[config.mk]
export PLATFORM = sky130hd
export DESIGN_NAME = acs_clk_sel
export DESIGN_NICKNAME = d
export VERILOG_FILES = /design/src/acs_pkg.sv /design/src/acs_sync.sv /design/src/acs_settle.sv /design/src/acs_clk_sel.sv
export SDC_FILE = /design/constraint.sdc
export NUM_CORES = 1
export LEC_CHECK = 0
export BUFFER_PORTS_ARGS = -buffer_cell sky130_fd_sc_hd__buf_2
export CAP_MARGIN = 5
export CORE_MARGIN = 2
export CORE_UTILIZATION = 25
export DETAILED_ROUTE_END_ITERATION = 10
export PLACE_DENSITY = 0.37
export REMOVE_ABC_BUFFERS = 1
export SLEW_MARGIN = 20
export SYNTH_ARGS = -nofsm -noshare
export SYNTH_HDL_FRONTEND = slang
export SYNTH_SLANG_ARGS = --single-unit
[constraint.sdc]
create_clock -name REF_CLK_I -period 2.1 [get_ports REF_CLK_I]
set_input_delay 0.105 -clock REF_CLK_I [delete_from_list [all_inputs] [get_ports REF_CLK_I]]
set_output_delay 0.105 -clock REF_CLK_I [all_outputs]
set_load 0.05 [all_outputs]
[src/acs_pkg.sv]
// Shared constants, codes and types of the system clock select block
package acs_pkg;

	// ****************************************
	// Timing
	// ****************************************
	localparam int CLK_PERIOD_NS   = 4;      // Core clock period, 250 MHz
	localparam int SETTLE_TIME_NS  = 2000;   // Least clock settle time
	localparam int SETTLE_CYCLES   =
		(SETTLE_TIME_NS + CLK_PERIOD_NS - 1) / CLK_PERIOD_NS;
	localparam int STRAP_DELAY     = 3;      // Cycles after reset to latch
	localparam int MCLK_TIMEOUT    = 64;     // Cycles with no master edge
	localparam int PERIOD_W        = 14;     // Frame period counter width

	// ****************************************
	// Sample rate codes
	// ****************************************
	localparam logic [3:0] RATE_AUTO  = 4'h0;
	localparam logic [3:0] RATE_32K   = 4'h1;
	localparam logic [3:0] RATE_44K1  = 4'h2;
	localparam logic [3:0] RATE_48K   = 4'h3;
	localparam logic [3:0] RATE_88K2  = 4'h4;
	localparam logic [3:0] RATE_96K   = 4'h5;
	localparam logic [3:0] RATE_176K4 = 4'h6;
	localparam logic [3:0] RATE_192K  = 4'h7;
	localparam logic [3:0] RATE_352K8 = 4'h8;
	localparam logic [3:0] RATE_384K  = 4'h9;
	localparam logic [3:0] RATE_705K6 = 4'ha;
	localparam logic [3:0] RATE_768K  = 4'hb;

	// ****************************************
	// Hardware clock setups and data formats
	// ****************************************
	localparam logic [1:0] SETUP_BCLK64   = 2'h0;  // Bit clock, PLL on
	localparam logic [1:0] SETUP_MCLK1024 = 2'h1;  // Master clock, bypass
	localparam logic [1:0] SETUP_MCLK256  = 2'h2;  // Master clock, PLL on
	localparam logic [1:0] SETUP_MCLK512  = 2'h3;  // Master clock, PLL on
	localparam logic [1:0] FMT_I2S        = 2'h0;
	localparam logic [1:0] FMT_LJ         = 2'h1;
	localparam logic [1:0] FMT_TDM_MIN    = 2'h2;
	localparam logic [1:0] FMT_TDM_MAX    = 2'h3;

	// ****************************************
	// PLL reference frequency codes
	// ****************************************
	localparam logic [1:0] FREQ_3M   = 2'h0;  // 2.8224 / 3.072 MHz
	localparam logic [1:0] FREQ_6M   = 2'h1;  // 5.6448 / 6.144 MHz
	localparam logic [1:0] FREQ_12M  = 2'h2;  // 11.2896 / 12.288 MHz
	localparam logic [1:0] FREQ_24M  = 2'h3;  // 22.5792 / 24.576 MHz

	// Frame period, in core cycles, per rate (rounded down)
	localparam int PER_32K  = 1000000 / (32 * CLK_PERIOD_NS);
	localparam int PER_44K1 = 10000000 / (441 * CLK_PERIOD_NS);
	localparam int PER_48K  = 1000000 / (48 * CLK_PERIOD_NS);
	localparam int PER_88K2 = 10000000 / (882 * CLK_PERIOD_NS);
	localparam int PER_96K  = 1000000 / (96 * CLK_PERIOD_NS);
	localparam int PER_176K = 10000000 / (1764 * CLK_PERIOD_NS);
	localparam int PER_192K = 1000000 / (192 * CLK_PERIOD_NS);
	localparam int PER_MAX  = PER_32K + PER_32K / 8;    // Too slow beyond
	localparam int PER_MIN  = PER_192K - PER_192K / 8;  // Too fast below

	// Active clock setup
	typedef struct packed {
		logic       pll_on;     // System clock from PLL
		logic       ref_bclk;   // PLL reference is bit clock
		logic [1:0] freq_code;  // PLL reference frequency code
		logic [3:0] rate;       // Requested sample rate code
	} acs_cfg_type;

	// Controller states, one-hot
	typedef enum logic [3:0] {
		ST_IDLE   = 4'b0001,
		ST_SETTLE = 4'b0010,
		ST_RUN    = 4'b0100,
		ST_FAULT  = 4'b1000
	} acs_state_type;

endpackage : acs_pkg

[src/acs_sync.sv]
// Two-stage synchroniser with rising edge pulse per bit
module acs_sync #(
	parameter int W = 1  // Number of bits
) (
	input  wire logic         clk_i,
	input  wire logic         rst_i,
	input  wire logic [W-1:0] async_i,
	output logic      [W-1:0] level_o,
	output logic      [W-1:0] rise_o
);

	logic [W-1:0] meta_q;  // First stage, read by second only
	logic [W-1:0] sync_q;  // Second stage
	logic [W-1:0] prev_q;  // Delayed for edge finding

	// ****************************************
	// Synchroniser chain
	// ****************************************
	always_ff @(posedge clk_i) begin
		if (rst_i) begin
			meta_q <= '0;
			sync_q <= '0;
			prev_q <= '0;
		end else begin
			meta_q <= async_i;
			sync_q <= meta_q;
			prev_q <= sync_q;
		end
	end

	assign level_o = sync_q;
	assign rise_o  = sync_q & ~prev_q;

endmodule : acs_sync

[src/acs_settle.sv]
// Counts a condition held without break; flags when it has held long enough
module acs_settle #(
	parameter int CYCLES = 500  // Cycles the condition must hold
) (
	input  wire logic clk_i,
	input  wire logic rst_i,
	input  wire logic cond_i,   // Condition to watch
	output logic      done_o    // Held for CYCLES cycles
);

	localparam int CW = $clog2(CYCLES + 1);

	logic [CW-1:0] cnt_q;  // Cycles held so far

	// ****************************************
	// Hold counter, restarts on any break
	// ****************************************
	always_ff @(posedge clk_i) begin
		if (rst_i || !cond_i) begin
			cnt_q <= '0;
		end else if (cnt_q != CW'(CYCLES)) begin
			cnt_q <= cnt_q + CW'(1);
		end
	end

	assign done_o = (cnt_q == CW'(CYCLES));

endmodule : acs_settle

[src/acs_clk_sel.sv]
// System clock selection, checking and frame timing for an audio codec

// Operation
// - Bit clock reference always goes through PLL
// - Master clock may drive system clock directly
// - Secondary mode times conversion from frame sync
// - Hardware strap picks one of four setups
// - Base rate is 48k or 44.1k family
// - Hardware autodetect needs master clock, secondary mode
// - Bit clock setup rejects maximum slot TDM
// - Bit clock setup: secondary, 44.1-192k, no autodetect
// - Master clock setups: either mode, 32-192k, autodetect
// - Software rate field: 32-768k or autodetect
// - Software autodetect: 32-192k, master ref, secondary
// - Source field: 0 bypass, 1 PLL output
// - Reference field: 1 master, 0 bit clock
// - Two-bit reference frequency code encodings
// - Each family supports its own rate list
// - Software settings apply on enable rising edge
// - Strap setup latched at reset release
// - Bypass ignores reference frequency code
module acs_clk_sel #(
	parameter int SETTLE_CYCLES = acs_pkg::SETTLE_CYCLES  // Settle count
) (
	input  wire logic       REF_CLK_I,                 // Core clock
	input  wire logic       SYS_RST_I,                 // Sync reset, high
	input  wire logic       HW_MODE_STRAP_I,           // Hardware mode pin
	input  wire logic [1:0] CLOCK_SETUP_STRAP_PIN_I,   // Decoded setup pin
	input  wire logic [3:0] RATE_SELECT_STRAP_PIN_I,   // Decoded rate pin
	input  wire logic       GLOBAL_EN_I,               // Software enable
	input  wire logic       CORE_CLOCK_SOURCE_SEL_I,   // 0 bypass, 1 PLL
	input  wire logic       PLL_INPUT_SOURCE_SEL_I,    // 1 master, 0 bit
	input  wire logic [1:0] PLL_INPUT_FREQ_CODE_I,     // Reference code
	input  wire logic [3:0] SAMPLE_RATE_I,             // Software rate
	input  wire logic       AUDIO_SERIAL_PORT_SECONDARY_I, // Secondary
	input  wire logic [1:0] AUDIO_SERIAL_PORT_FORMAT_I,    // Data format
	input  wire logic       MCLK_I,                    // Master clock pin
	input  wire logic       BCLK_I,                    // Bit clock pin
	input  wire logic       FSYNC_I,                   // Frame sync pin
	input  wire logic       PLL_LOCK_I,                // PLL lock, async
	output logic            PLL_ENABLE_O,              // PLL powered
	output logic            SYSCLK_FROM_PLL_O,         // Core mux select
	output logic            PLL_REF_IS_BCLK_O,         // PLL input mux
	output logic [1:0]      PLL_FREQ_CODE_O,           // PLL divider code
	output logic            BASE_IS_48K_O,             // Family of rate
	output logic [3:0]      ACTIVE_RATE_O,             // Rate in use
	output logic            AUTODETECT_ON_O,           // Rate from port
	output logic            CONFIG_ERROR_O,            // Setup refused
	output logic            DATAPATH_RUN_O,            // Datapath allowed
	output logic            CONVERT_STROBE_O           // Sample instant
);

	// ****************************************
	// Pin synchronisers
	// ****************************************
	localparam int NSYNC = 11;
	logic [NSYNC-1:0] pin_lvl;   // Synchronised pins
	logic [NSYNC-1:0] pin_rise;  // Their rising edges

	acs_sync #(
		.W (NSYNC)
	) u_sync (
		.clk_i   (REF_CLK_I),
		.rst_i   (SYS_RST_I),
		.async_i ({RATE_SELECT_STRAP_PIN_I, CLOCK_SETUP_STRAP_PIN_I,
		           HW_MODE_STRAP_I, PLL_LOCK_I, FSYNC_I, BCLK_I, MCLK_I}),
		.level_o (pin_lvl),
		.rise_o  (pin_rise)
	);

	logic       mclk_rise;   // Master clock edge
	logic       fsync_rise;  // Frame sync edge
	logic       lock_s;      // PLL locked
	logic       hw_s;        // Hardware mode strap
	logic [1:0] setup_s;     // Setup strap
	logic [3:0] rate_s;      // Rate strap

	assign mclk_rise  = pin_rise[0];
	assign fsync_rise = pin_rise[2];
	assign lock_s     = pin_lvl[3];
	assign hw_s       = pin_lvl[4];
	assign setup_s    = pin_lvl[6:5];
	assign rate_s     = pin_lvl[10:7];

	// ****************************************
	// Strap latch after reset release
	// ****************************************
	logic [1:0] strap_cnt_q;    // Waits for synchronisers to fill
	logic       strap_done_q;   // Straps captured
	logic       hw_mode_q;      // Latched mode
	logic [1:0] hw_setup_q;     // Latched setup
	logic [3:0] hw_rate_q;      // Latched rate

	always_ff @(posedge REF_CLK_I) begin
		if (SYS_RST_I) begin
			strap_cnt_q  <= 2'h0;
			strap_done_q <= 1'b0;
			hw_mode_q    <= 1'b0;
			hw_setup_q   <= acs_pkg::SETUP_BCLK64;
			hw_rate_q    <= acs_pkg::RATE_AUTO;
		end else if (!strap_done_q) begin
			if (strap_cnt_q == 2'(acs_pkg::STRAP_DELAY)) begin
				// Held until next reset
				strap_done_q <= 1'b1;
				hw_mode_q    <= hw_s;
				hw_setup_q   <= setup_s;
				hw_rate_q    <= rate_s;
			end else begin
				strap_cnt_q <= strap_cnt_q + 2'h1;
			end
		end
	end

	// ****************************************
	// Software fields, taken on enable edge
	// ****************************************
	logic                ge_q;      // Enable delayed
	logic                ge_rise;   // Enable rising edge
	acs_pkg::acs_cfg_type sw_cfg_q; // Captured software setup

	assign ge_rise = GLOBAL_EN_I & ~ge_q;

	always_ff @(posedge REF_CLK_I) begin
		if (SYS_RST_I) begin
			ge_q     <= 1'b0;
			sw_cfg_q <= '0;
		end else begin
			ge_q <= GLOBAL_EN_I;
			// Writes at other times have no effect
			if (ge_rise) begin
				sw_cfg_q.pll_on    <= CORE_CLOCK_SOURCE_SEL_I;
				sw_cfg_q.ref_bclk  <= ~PLL_INPUT_SOURCE_SEL_I;
				sw_cfg_q.freq_code <= PLL_INPUT_FREQ_CODE_I;
				sw_cfg_q.rate      <= SAMPLE_RATE_I;
			end
		end
	end

	// ****************************************
	// Active setup: strap decode or software
	// ****************************************
	acs_pkg::acs_cfg_type cfg;  // Setup in force

	always_comb begin
		cfg = sw_cfg_q;
		if (hw_mode_q) begin
			cfg.rate = hw_rate_q;
			case (hw_setup_q)
				acs_pkg::SETUP_BCLK64: begin
					// Bit clock only via PLL, code from rate
					cfg.pll_on   = 1'b1;
					cfg.ref_bclk = 1'b1;
					case (hw_rate_q)
						acs_pkg::RATE_88K2,
						acs_pkg::RATE_96K:  cfg.freq_code = acs_pkg::FREQ_6M;
						acs_pkg::RATE_176K4,
						acs_pkg::RATE_192K: cfg.freq_code = acs_pkg::FREQ_12M;
						default:            cfg.freq_code = acs_pkg::FREQ_3M;
					endcase
				end
				acs_pkg::SETUP_MCLK1024: begin
					cfg.pll_on    = 1'b0;  // Direct master clock
					cfg.ref_bclk  = 1'b0;
					cfg.freq_code = acs_pkg::FREQ_3M;
				end
				acs_pkg::SETUP_MCLK256: begin
					cfg.pll_on    = 1'b1;
					cfg.ref_bclk  = 1'b0;
					cfg.freq_code = acs_pkg::FREQ_12M;
				end
				default: begin
					cfg.pll_on    = 1'b1;
					cfg.ref_bclk  = 1'b0;
					cfg.freq_code = acs_pkg::FREQ_24M;
				end
			endcase
		end
		if (!cfg.pll_on) begin
			// Bypass: reference fields play no part
			cfg.ref_bclk  = 1'b0;
			cfg.freq_code = acs_pkg::FREQ_3M;
		end
	end

	// ****************************************
	// Rate autodetect from frame sync period
	// ****************************************
	logic [acs_pkg::PERIOD_W-1:0] per_cnt_q;  // Cycles since last frame
	logic [3:0]                   det_rate_q; // Detected rate
	logic                         det_ok_q;   // Detection valid

	always_ff @(posedge REF_CLK_I) begin
		if (SYS_RST_I) begin
			per_cnt_q  <= '0;
			det_rate_q <= acs_pkg::RATE_AUTO;
			det_ok_q   <= 1'b0;
		end else if (fsync_rise) begin
			per_cnt_q <= '0;
			det_ok_q  <= 1'b1;
			// Nearest rate by period midpoints, 32k to 192k only
			// A saturated count means frame sync was lost: not a period
			if (per_cnt_q >= 14'(acs_pkg::PER_MAX) ||
			    per_cnt_q < 14'(acs_pkg::PER_MIN)) begin
				det_ok_q   <= 1'b0;
				det_rate_q <= acs_pkg::RATE_AUTO;
			end else if (per_cnt_q >
			             14'((acs_pkg::PER_32K + acs_pkg::PER_44K1) / 2)) begin
				det_rate_q <= acs_pkg::RATE_32K;
			end else if (per_cnt_q >
			             14'((acs_pkg::PER_44K1 + acs_pkg::PER_48K) / 2)) begin
				det_rate_q <= acs_pkg::RATE_44K1;
			end else if (per_cnt_q >
			             14'((acs_pkg::PER_48K + acs_pkg::PER_88K2) / 2)) begin
				det_rate_q <= acs_pkg::RATE_48K;
			end else if (per_cnt_q >
			             14'((acs_pkg::PER_88K2 + acs_pkg::PER_96K) / 2)) begin
				det_rate_q <= acs_pkg::RATE_88K2;
			end else if (per_cnt_q >
			             14'((acs_pkg::PER_96K + acs_pkg::PER_176K) / 2)) begin
				det_rate_q <= acs_pkg::RATE_96K;
			end else if (per_cnt_q >
			             14'((acs_pkg::PER_176K + acs_pkg::PER_192K) / 2)) begin
				det_rate_q <= acs_pkg::RATE_176K4;
			end else begin
				det_rate_q <= acs_pkg::RATE_192K;
			end
		end else if (per_cnt_q == 14'(acs_pkg::PER_MAX)) begin
			// Frame sync lost
			det_ok_q   <= 1'b0;
			det_rate_q <= acs_pkg::RATE_AUTO;
		end else begin
			per_cnt_q <= per_cnt_q + 14'h1;
		end
	end

	// ****************************************
	// Setup checks
	// ****************************************
	logic       auto_req;   // Autodetect asked for
	logic [3:0] eff_rate;   // Rate in use
	logic       cfg_err;    // Setup not allowed
	logic       port_sec;   // Serial port is secondary
	logic [1:0] port_fmt;   // Serial port data format

	assign auto_req = (cfg.rate == acs_pkg::RATE_AUTO);
	assign eff_rate = auto_req ? det_rate_q : cfg.rate;
	assign port_sec = AUDIO_SERIAL_PORT_SECONDARY_I;
	assign port_fmt = AUDIO_SERIAL_PORT_FORMAT_I;

	always_comb begin
		cfg_err = 1'b0;
		// Rate codes beyond 768k are not defined
		if (cfg.rate > acs_pkg::RATE_768K) cfg_err = 1'b1;
		// Hardware setups reach 192k at most
		if (hw_mode_q && cfg.rate > acs_pkg::RATE_192K) cfg_err = 1'b1;
		// Autodetect needs master reference and secondary port
		if (auto_req && (cfg.ref_bclk || !port_sec)) begin
			cfg_err = 1'b1;
		end
		if (cfg.ref_bclk) begin
			if (!port_sec) cfg_err = 1'b1;
			if (port_fmt == acs_pkg::FMT_TDM_MAX) cfg_err = 1'b1;
			// Bit clock at 64 fs serves 44.1k to 192k
			if (hw_mode_q && (cfg.rate == acs_pkg::RATE_32K)) cfg_err = 1'b1;
		end
	end

	// ****************************************
	// Clock health and settle wait
	// ****************************************
	logic [6:0] mclk_idle_q;  // Cycles since last master edge
	logic       clk_ok;       // Selected clock usable
	logic       run_req;      // Enable asked for
	logic       settled;      // Usable for long enough

	always_ff @(posedge REF_CLK_I) begin
		if (SYS_RST_I || mclk_rise) begin
			mclk_idle_q <= 7'h0;
		end else if (mclk_idle_q != 7'(acs_pkg::MCLK_TIMEOUT)) begin
			mclk_idle_q <= mclk_idle_q + 7'h1;
		end
	end

	// PLL lock, or a running master clock when bypassed
	assign clk_ok  = cfg.pll_on ? lock_s
	                 : (mclk_idle_q != 7'(acs_pkg::MCLK_TIMEOUT));
	assign run_req = strap_done_q & (hw_mode_q | GLOBAL_EN_I);

	acs_settle #(
		.CYCLES (SETTLE_CYCLES)
	) u_settle (
		.clk_i  (REF_CLK_I),
		.rst_i  (SYS_RST_I),
		.cond_i (run_req & clk_ok & ~cfg_err),
		.done_o (settled)
	);

	// ****************************************
	// Controller
	// ****************************************
	acs_pkg::acs_state_type state_q;  // Controller state

	always_ff @(posedge REF_CLK_I) begin
		if (SYS_RST_I) begin
			state_q <= acs_pkg::ST_IDLE;
		end else begin
			case (state_q)
				acs_pkg::ST_IDLE: begin
					// Skip the enable edge: setup still the old one
					if (run_req && !ge_rise) begin
						state_q <= cfg_err ? acs_pkg::ST_FAULT
						           : acs_pkg::ST_SETTLE;
					end
				end
				acs_pkg::ST_SETTLE: begin
					// Datapath held idle meanwhile
					if (!run_req) state_q <= acs_pkg::ST_IDLE;
					else if (cfg_err) state_q <= acs_pkg::ST_FAULT;
					else if (settled) state_q <= acs_pkg::ST_RUN;
				end
				acs_pkg::ST_RUN: begin
					if (!run_req) state_q <= acs_pkg::ST_IDLE;
					else if (cfg_err) state_q <= acs_pkg::ST_FAULT;
					else if (!clk_ok) state_q <= acs_pkg::ST_SETTLE;
				end
				acs_pkg::ST_FAULT: begin
					// Left only by dropping enable; in hardware mode only by reset
					if (!run_req) state_q <= acs_pkg::ST_IDLE;
				end
				default: state_q <= acs_pkg::ST_IDLE;
			endcase
		end
	end

	// ****************************************
	// Conversion timing
	// ****************************************
	logic [acs_pkg::PERIOD_W-1:0] div_q;    // Primary frame divider
	logic [acs_pkg::PERIOD_W-1:0] div_max;  // Divider period
	logic                         running;  // In run state, rate known

	assign running = (state_q == acs_pkg::ST_RUN) & (~auto_req | det_ok_q);

	always_comb begin
		case (eff_rate)
			acs_pkg::RATE_32K:   div_max = 14'(acs_pkg::PER_32K - 1);
			acs_pkg::RATE_44K1:  div_max = 14'(acs_pkg::PER_44K1 - 1);
			acs_pkg::RATE_88K2:  div_max = 14'(acs_pkg::PER_88K2 - 1);
			acs_pkg::RATE_96K:   div_max = 14'(acs_pkg::PER_96K - 1);
			acs_pkg::RATE_176K4: div_max = 14'(acs_pkg::PER_176K - 1);
			acs_pkg::RATE_192K:  div_max = 14'(acs_pkg::PER_192K - 1);
			default:             div_max = 14'(acs_pkg::PER_48K - 1);
		endcase
	end

	always_ff @(posedge REF_CLK_I) begin
		if (SYS_RST_I || !running || div_q == div_max) begin
			div_q <= '0;
		end else begin
			div_q <= div_q + 14'h1;
		end
	end

	// ****************************************
	// Registered outputs
	// ****************************************
	always_ff @(posedge REF_CLK_I) begin
		if (SYS_RST_I) begin
			PLL_ENABLE_O      <= 1'b0;
			SYSCLK_FROM_PLL_O <= 1'b0;
			PLL_REF_IS_BCLK_O <= 1'b0;
			PLL_FREQ_CODE_O   <= acs_pkg::FREQ_3M;
			BASE_IS_48K_O     <= 1'b0;
			ACTIVE_RATE_O     <= acs_pkg::RATE_AUTO;
			AUTODETECT_ON_O   <= 1'b0;
			CONFIG_ERROR_O    <= 1'b0;
			DATAPATH_RUN_O    <= 1'b0;
			CONVERT_STROBE_O  <= 1'b0;
		end else begin
			PLL_ENABLE_O      <= run_req & cfg.pll_on & ~cfg_err;
			SYSCLK_FROM_PLL_O <= cfg.pll_on;
			PLL_REF_IS_BCLK_O <= cfg.ref_bclk;
			PLL_FREQ_CODE_O   <= cfg.freq_code;
			// 48k family: 32, 48, 96, 192, 384, 768
			case (eff_rate)
				acs_pkg::RATE_32K, acs_pkg::RATE_48K, acs_pkg::RATE_96K,
				acs_pkg::RATE_192K, acs_pkg::RATE_384K,
				acs_pkg::RATE_768K: BASE_IS_48K_O <= 1'b1;
				default:            BASE_IS_48K_O <= 1'b0;
			endcase
			ACTIVE_RATE_O     <= eff_rate;
			AUTODETECT_ON_O   <= auto_req & ~cfg_err;
			CONFIG_ERROR_O    <= (state_q == acs_pkg::ST_FAULT);
			DATAPATH_RUN_O    <= running;
			// Secondary follows frame sync, primary its divider
			CONVERT_STROBE_O  <= running & (port_sec ? fsync_rise
			                                : (div_q == div_max));
		end
	end

endmodule : acs_clk_sel

==> metrics.md <==
| Metric | Value |
|---|---|
| Outcome | complete, but fails checks |
| Failing checks | setup timing |
| Number of remaining DRC errors | 0 |
| Final core utilization | 0.339 |
| Minimum clock period | 2460 ps |
| 1st-iter DRT viols | 225 |
| Syn Inst Count | 609 |
| Max rail drop VDD | 0.378 mV |
| Worst setup EP type | register |
| Startpoint Class | register |
| Netlist Area Pre-Place | 5240 µm² |
| Final Hold Fails | 0 |
| #FFs+latches synth | 107 |
| Post-Route WL | 13,800 µm |
| Slew Limit Headroom | 0.702 |
| Fraction of the mapped netlist area in compound gates | 0.164 |
| Largest family of logic cells by synthesized area | simple AND/OR/NAND/NOR gates |
| Layout Cells excl Fill | 1,002 |
| Worst slew pin tran | 442 ps |
| Hold_sp | AUDIO_SERIAL_PORT_SECONDARY_I |
| Ys flop type | dfxtp_1 |
| Total CTS buffers | 9 |
| HP Class | in -> reg |
| DRT Pass-1 Iters | 4 |
| Clk Latency, worst-skew pair | 360 ps |
| Die width | 149 µm |
| Vias post-DR | 4,551 |
| F_max | 0.407 GHz |
| Share of cells above drive strength 1 | 0.265 |
| Initial Util | 0.257 |
| Port bufs | 37 |
| Die H | 149 µm |
| DP Cell Count | 958 |
| PD cells | 673 nW/µm² |
| Largest net degree at the start of global routing | 26 |
| Synth cell count leaders | dfxtp_1, nor2_1, nand2_1 |
| Core area | 20,400 µm² |
| Total track usage | 0.128 |
| Slew Limit Fails | 0 |
| H-tree depth | 3 |
| FILL cells | 2,159 |
| CTS tree | done |
| Top post-synthesis cells by area | dfxtp_1, nor2_1, xnor2_1 |
| Most common cell in the synthesized netlist | dfxtp_1 |
| Routed len/inst | 13.7 µm |
| Num ports | 39 |
| Largest area contributor in the netlist | dfxtp_1 |
| Critical path class | reg -> reg |
| Post-route ant nets | 0 |
| XOR/XNOR Fraction of Synth Area | 0.0636 |
| Leak | 0.00261 µW |
| Post-synth EDFFs | 0 |
| Final setup violation count | 26 |
| Fraction of registers with async set/reset | 0 |
| Critical path required time | 2330 ps |
| Syn avg cell area | 8.60 µm² |
| Post-synthesis mux area share | 0.0323 |
| Simple-gate portion of the synthesized area | 0.261 |
| Total die area | 22,100 µm² |
| Final net count | 762 |
| Synth Area in Adders | 0.0239 |
| Number of antenna violations at the first check in global routing | 0 |
| Vias per inst | 4.54 |
| Vias in the first global route | 4,464 |
| Synth cell types | 66 |
| Post-synth top area share | 0.409 |
| Sequential area share after synthesis | 0.409 |
| Max-cap check violation count | 0 |
| Clk_skew | 13.1 ps |
| FF-to-FF Start | hw_mode_q$_SDFFE_PP0P_ |
| Crit path DAT | 2680 ps |
| Std-Cell Rows | 52 |
| Unrepaired setup endpoints after global routing | true |
| Fin crit share | 1.17 |
| Layout area overhead | 31.7% |
| Register-to-register setup slack | -360 ps |
| Clk root buf | clkbuf_16 |
| Crit path launch | hw_mode_q$_SDFFE_PP0P_ |
| Clock slew seen by the registers of the worst setup and hold paths | 80 ps |
| Aggregate global routing overflow | 0 |
| Clock Path Buffers | 2 |
| Final RePlAce weighted congestion | 0.850 |
| First-pass GRT wire length | 22,700 µm |
| Yosys warns | 0 |
| PnR worst setup slack | -355 ps |
| HPWL after DPL | 10,200 µm |
| Clock Sinks | 107 |
| N_diodes | 0 |
| Worst Path Max Fanout | 7 |
critical path, cell delays in order (launching register included):
cell and delay [ps]:
dfxtp_4 380, buf_6 100, or3b_4 390, buf_4 150
a211o_1 290, a21oi_2 190, a211oi_2 90, a2111oi_4 310
and3_4 330, a211oi_1 80
final timing paths:
| kind | end | depth (start not counted) |
|---|---|---|
| worst max-delay path | div_q[0]$_SDFF_PP0_ | 9 |
| worst min-delay path | CONVERT_STROBE_O$_SDFF_PP0_ | 3 |
| worst max register to register | div_q[0]$_SDFF_PP0_ | 9 |
| worst min register to register | u_sync.level_o[3]$_SDFF_PP0_ | 1 |
cells by family (layout without fill, tap and decap cells):
group	Yosys count	in the layout
compound gates	124	124
xor+xnor	38	38
fa+ha+maj	10	10
buf+inv	53	174
flops	107	107
mux	16	16
simple gates	261	263
cell usage in the layout (no fill, tap or decap), types with 6 or more instances in the layout:
| cell type | count |
|---|---|
| buf_4 | 80 |
| or2_2 | 6 |
| nor2_1 | 80 |
| clkbuf_16 | 9 |
| inv_1 | 18 |
| mux2i_1 | 14 |
| and3_1 | 6 |
| nor4_1 | 6 |
| ha_1 | 10 |
| xor2_1 | 14 |
| dlygate4sd3_1 | 19 |
| nand3_1 | 21 |
| a21oi_1 | 31 |
| nand2_1 | 43 |
| nand4_1 | 9 |
| buf_2 | 37 |
| nor3b_1 | 8 |
| a211oi_1 | 6 |
| dfxtp_1 | 104 |
| xnor2_1 | 24 |
| nand2b_1 | 10 |
| a211oi_2 | 10 |
| nor2b_1 | 32 |
| o21ai_0 | 19 |
metrics by stage:
step | total power (µW) | cell area, µm² | TNS [ps] | hold slack (ps) | setup slack (ps)
3_3_place_gp | 2860 | 6190 | -10100 | 290 | -450
6_report | 4640 | 6890 | -5800 | 36.6 | -355
3_5_place_dp | 2870 | 6190 | -10790 | 293 | -484
5_1_grt | 4900 | 6890 | -9040 | 75.1 | -454
2_1_floorplan | 2610 | 5060 | -13140 | 174 | -653
4_1_cts | 4710 | 6780 | -6550 | 27.5 | -385
routing by layer:
layer	wire length [µm]	global-route usage	vias to the layer above
li1	-	-	2352
met1	6850	0.172	2131
met2	6340	0.210	53
met3	327	0.0199	15
met4	237	0.0433	0
met5	0	0	-
repair_timing:
item | CTS | global route
hold buffers | 19 | 0
resized for setup | 13 | 21
pin swaps | 4 | 10
endpoints found under the setup margin | 28 | 29
gates cloned | 1 | 1
endpoints found under the hold margin | 19 | 0
buffers inserted | 4 | 3
final cells by class:
class / count / area, µm² / share of cell area
multi-input combinational: 451 / 3000 / 0.435
sequential: 107 / 2150 / 0.312
timing repair buffer: 140 / 1040 / 0.151
tap: 270 / 338 / 0.0490
clock buffer: 10 / 239 / 0.0347
inverter: 18 / 67.6 / 0.00980
clock inverter: 6 / 66.3 / 0.00962
report_power, final:
part / total, µW / switching [µW] / internal [µW] / leakage, µW
logic: 696 / 353 / 343 / 0.00159
clock network: 1750 / 872 / 877 / 0.000147
registers: 2190 / 76.5 / 2120 / 0.000872
state kept, by name (all words and copies together), names as in the netlist, 3 cells and up:
| register | flops |
|---|---|
| div_q | 14 |
| per_cnt_q | 14 |
| u_sync.level_o | 10 |
| u_sync.meta_q | 10 |
| u_settle.cnt_q | 9 |
| sw_cfg_q | 8 |
| mclk_idle_q | 7 |
| ACTIVE_RATE_O | 4 |
| hw_rate_q | 4 |
| state_q | 4 |
| det_rate_q | 3 |
Power figures use the tool's default switching activity.
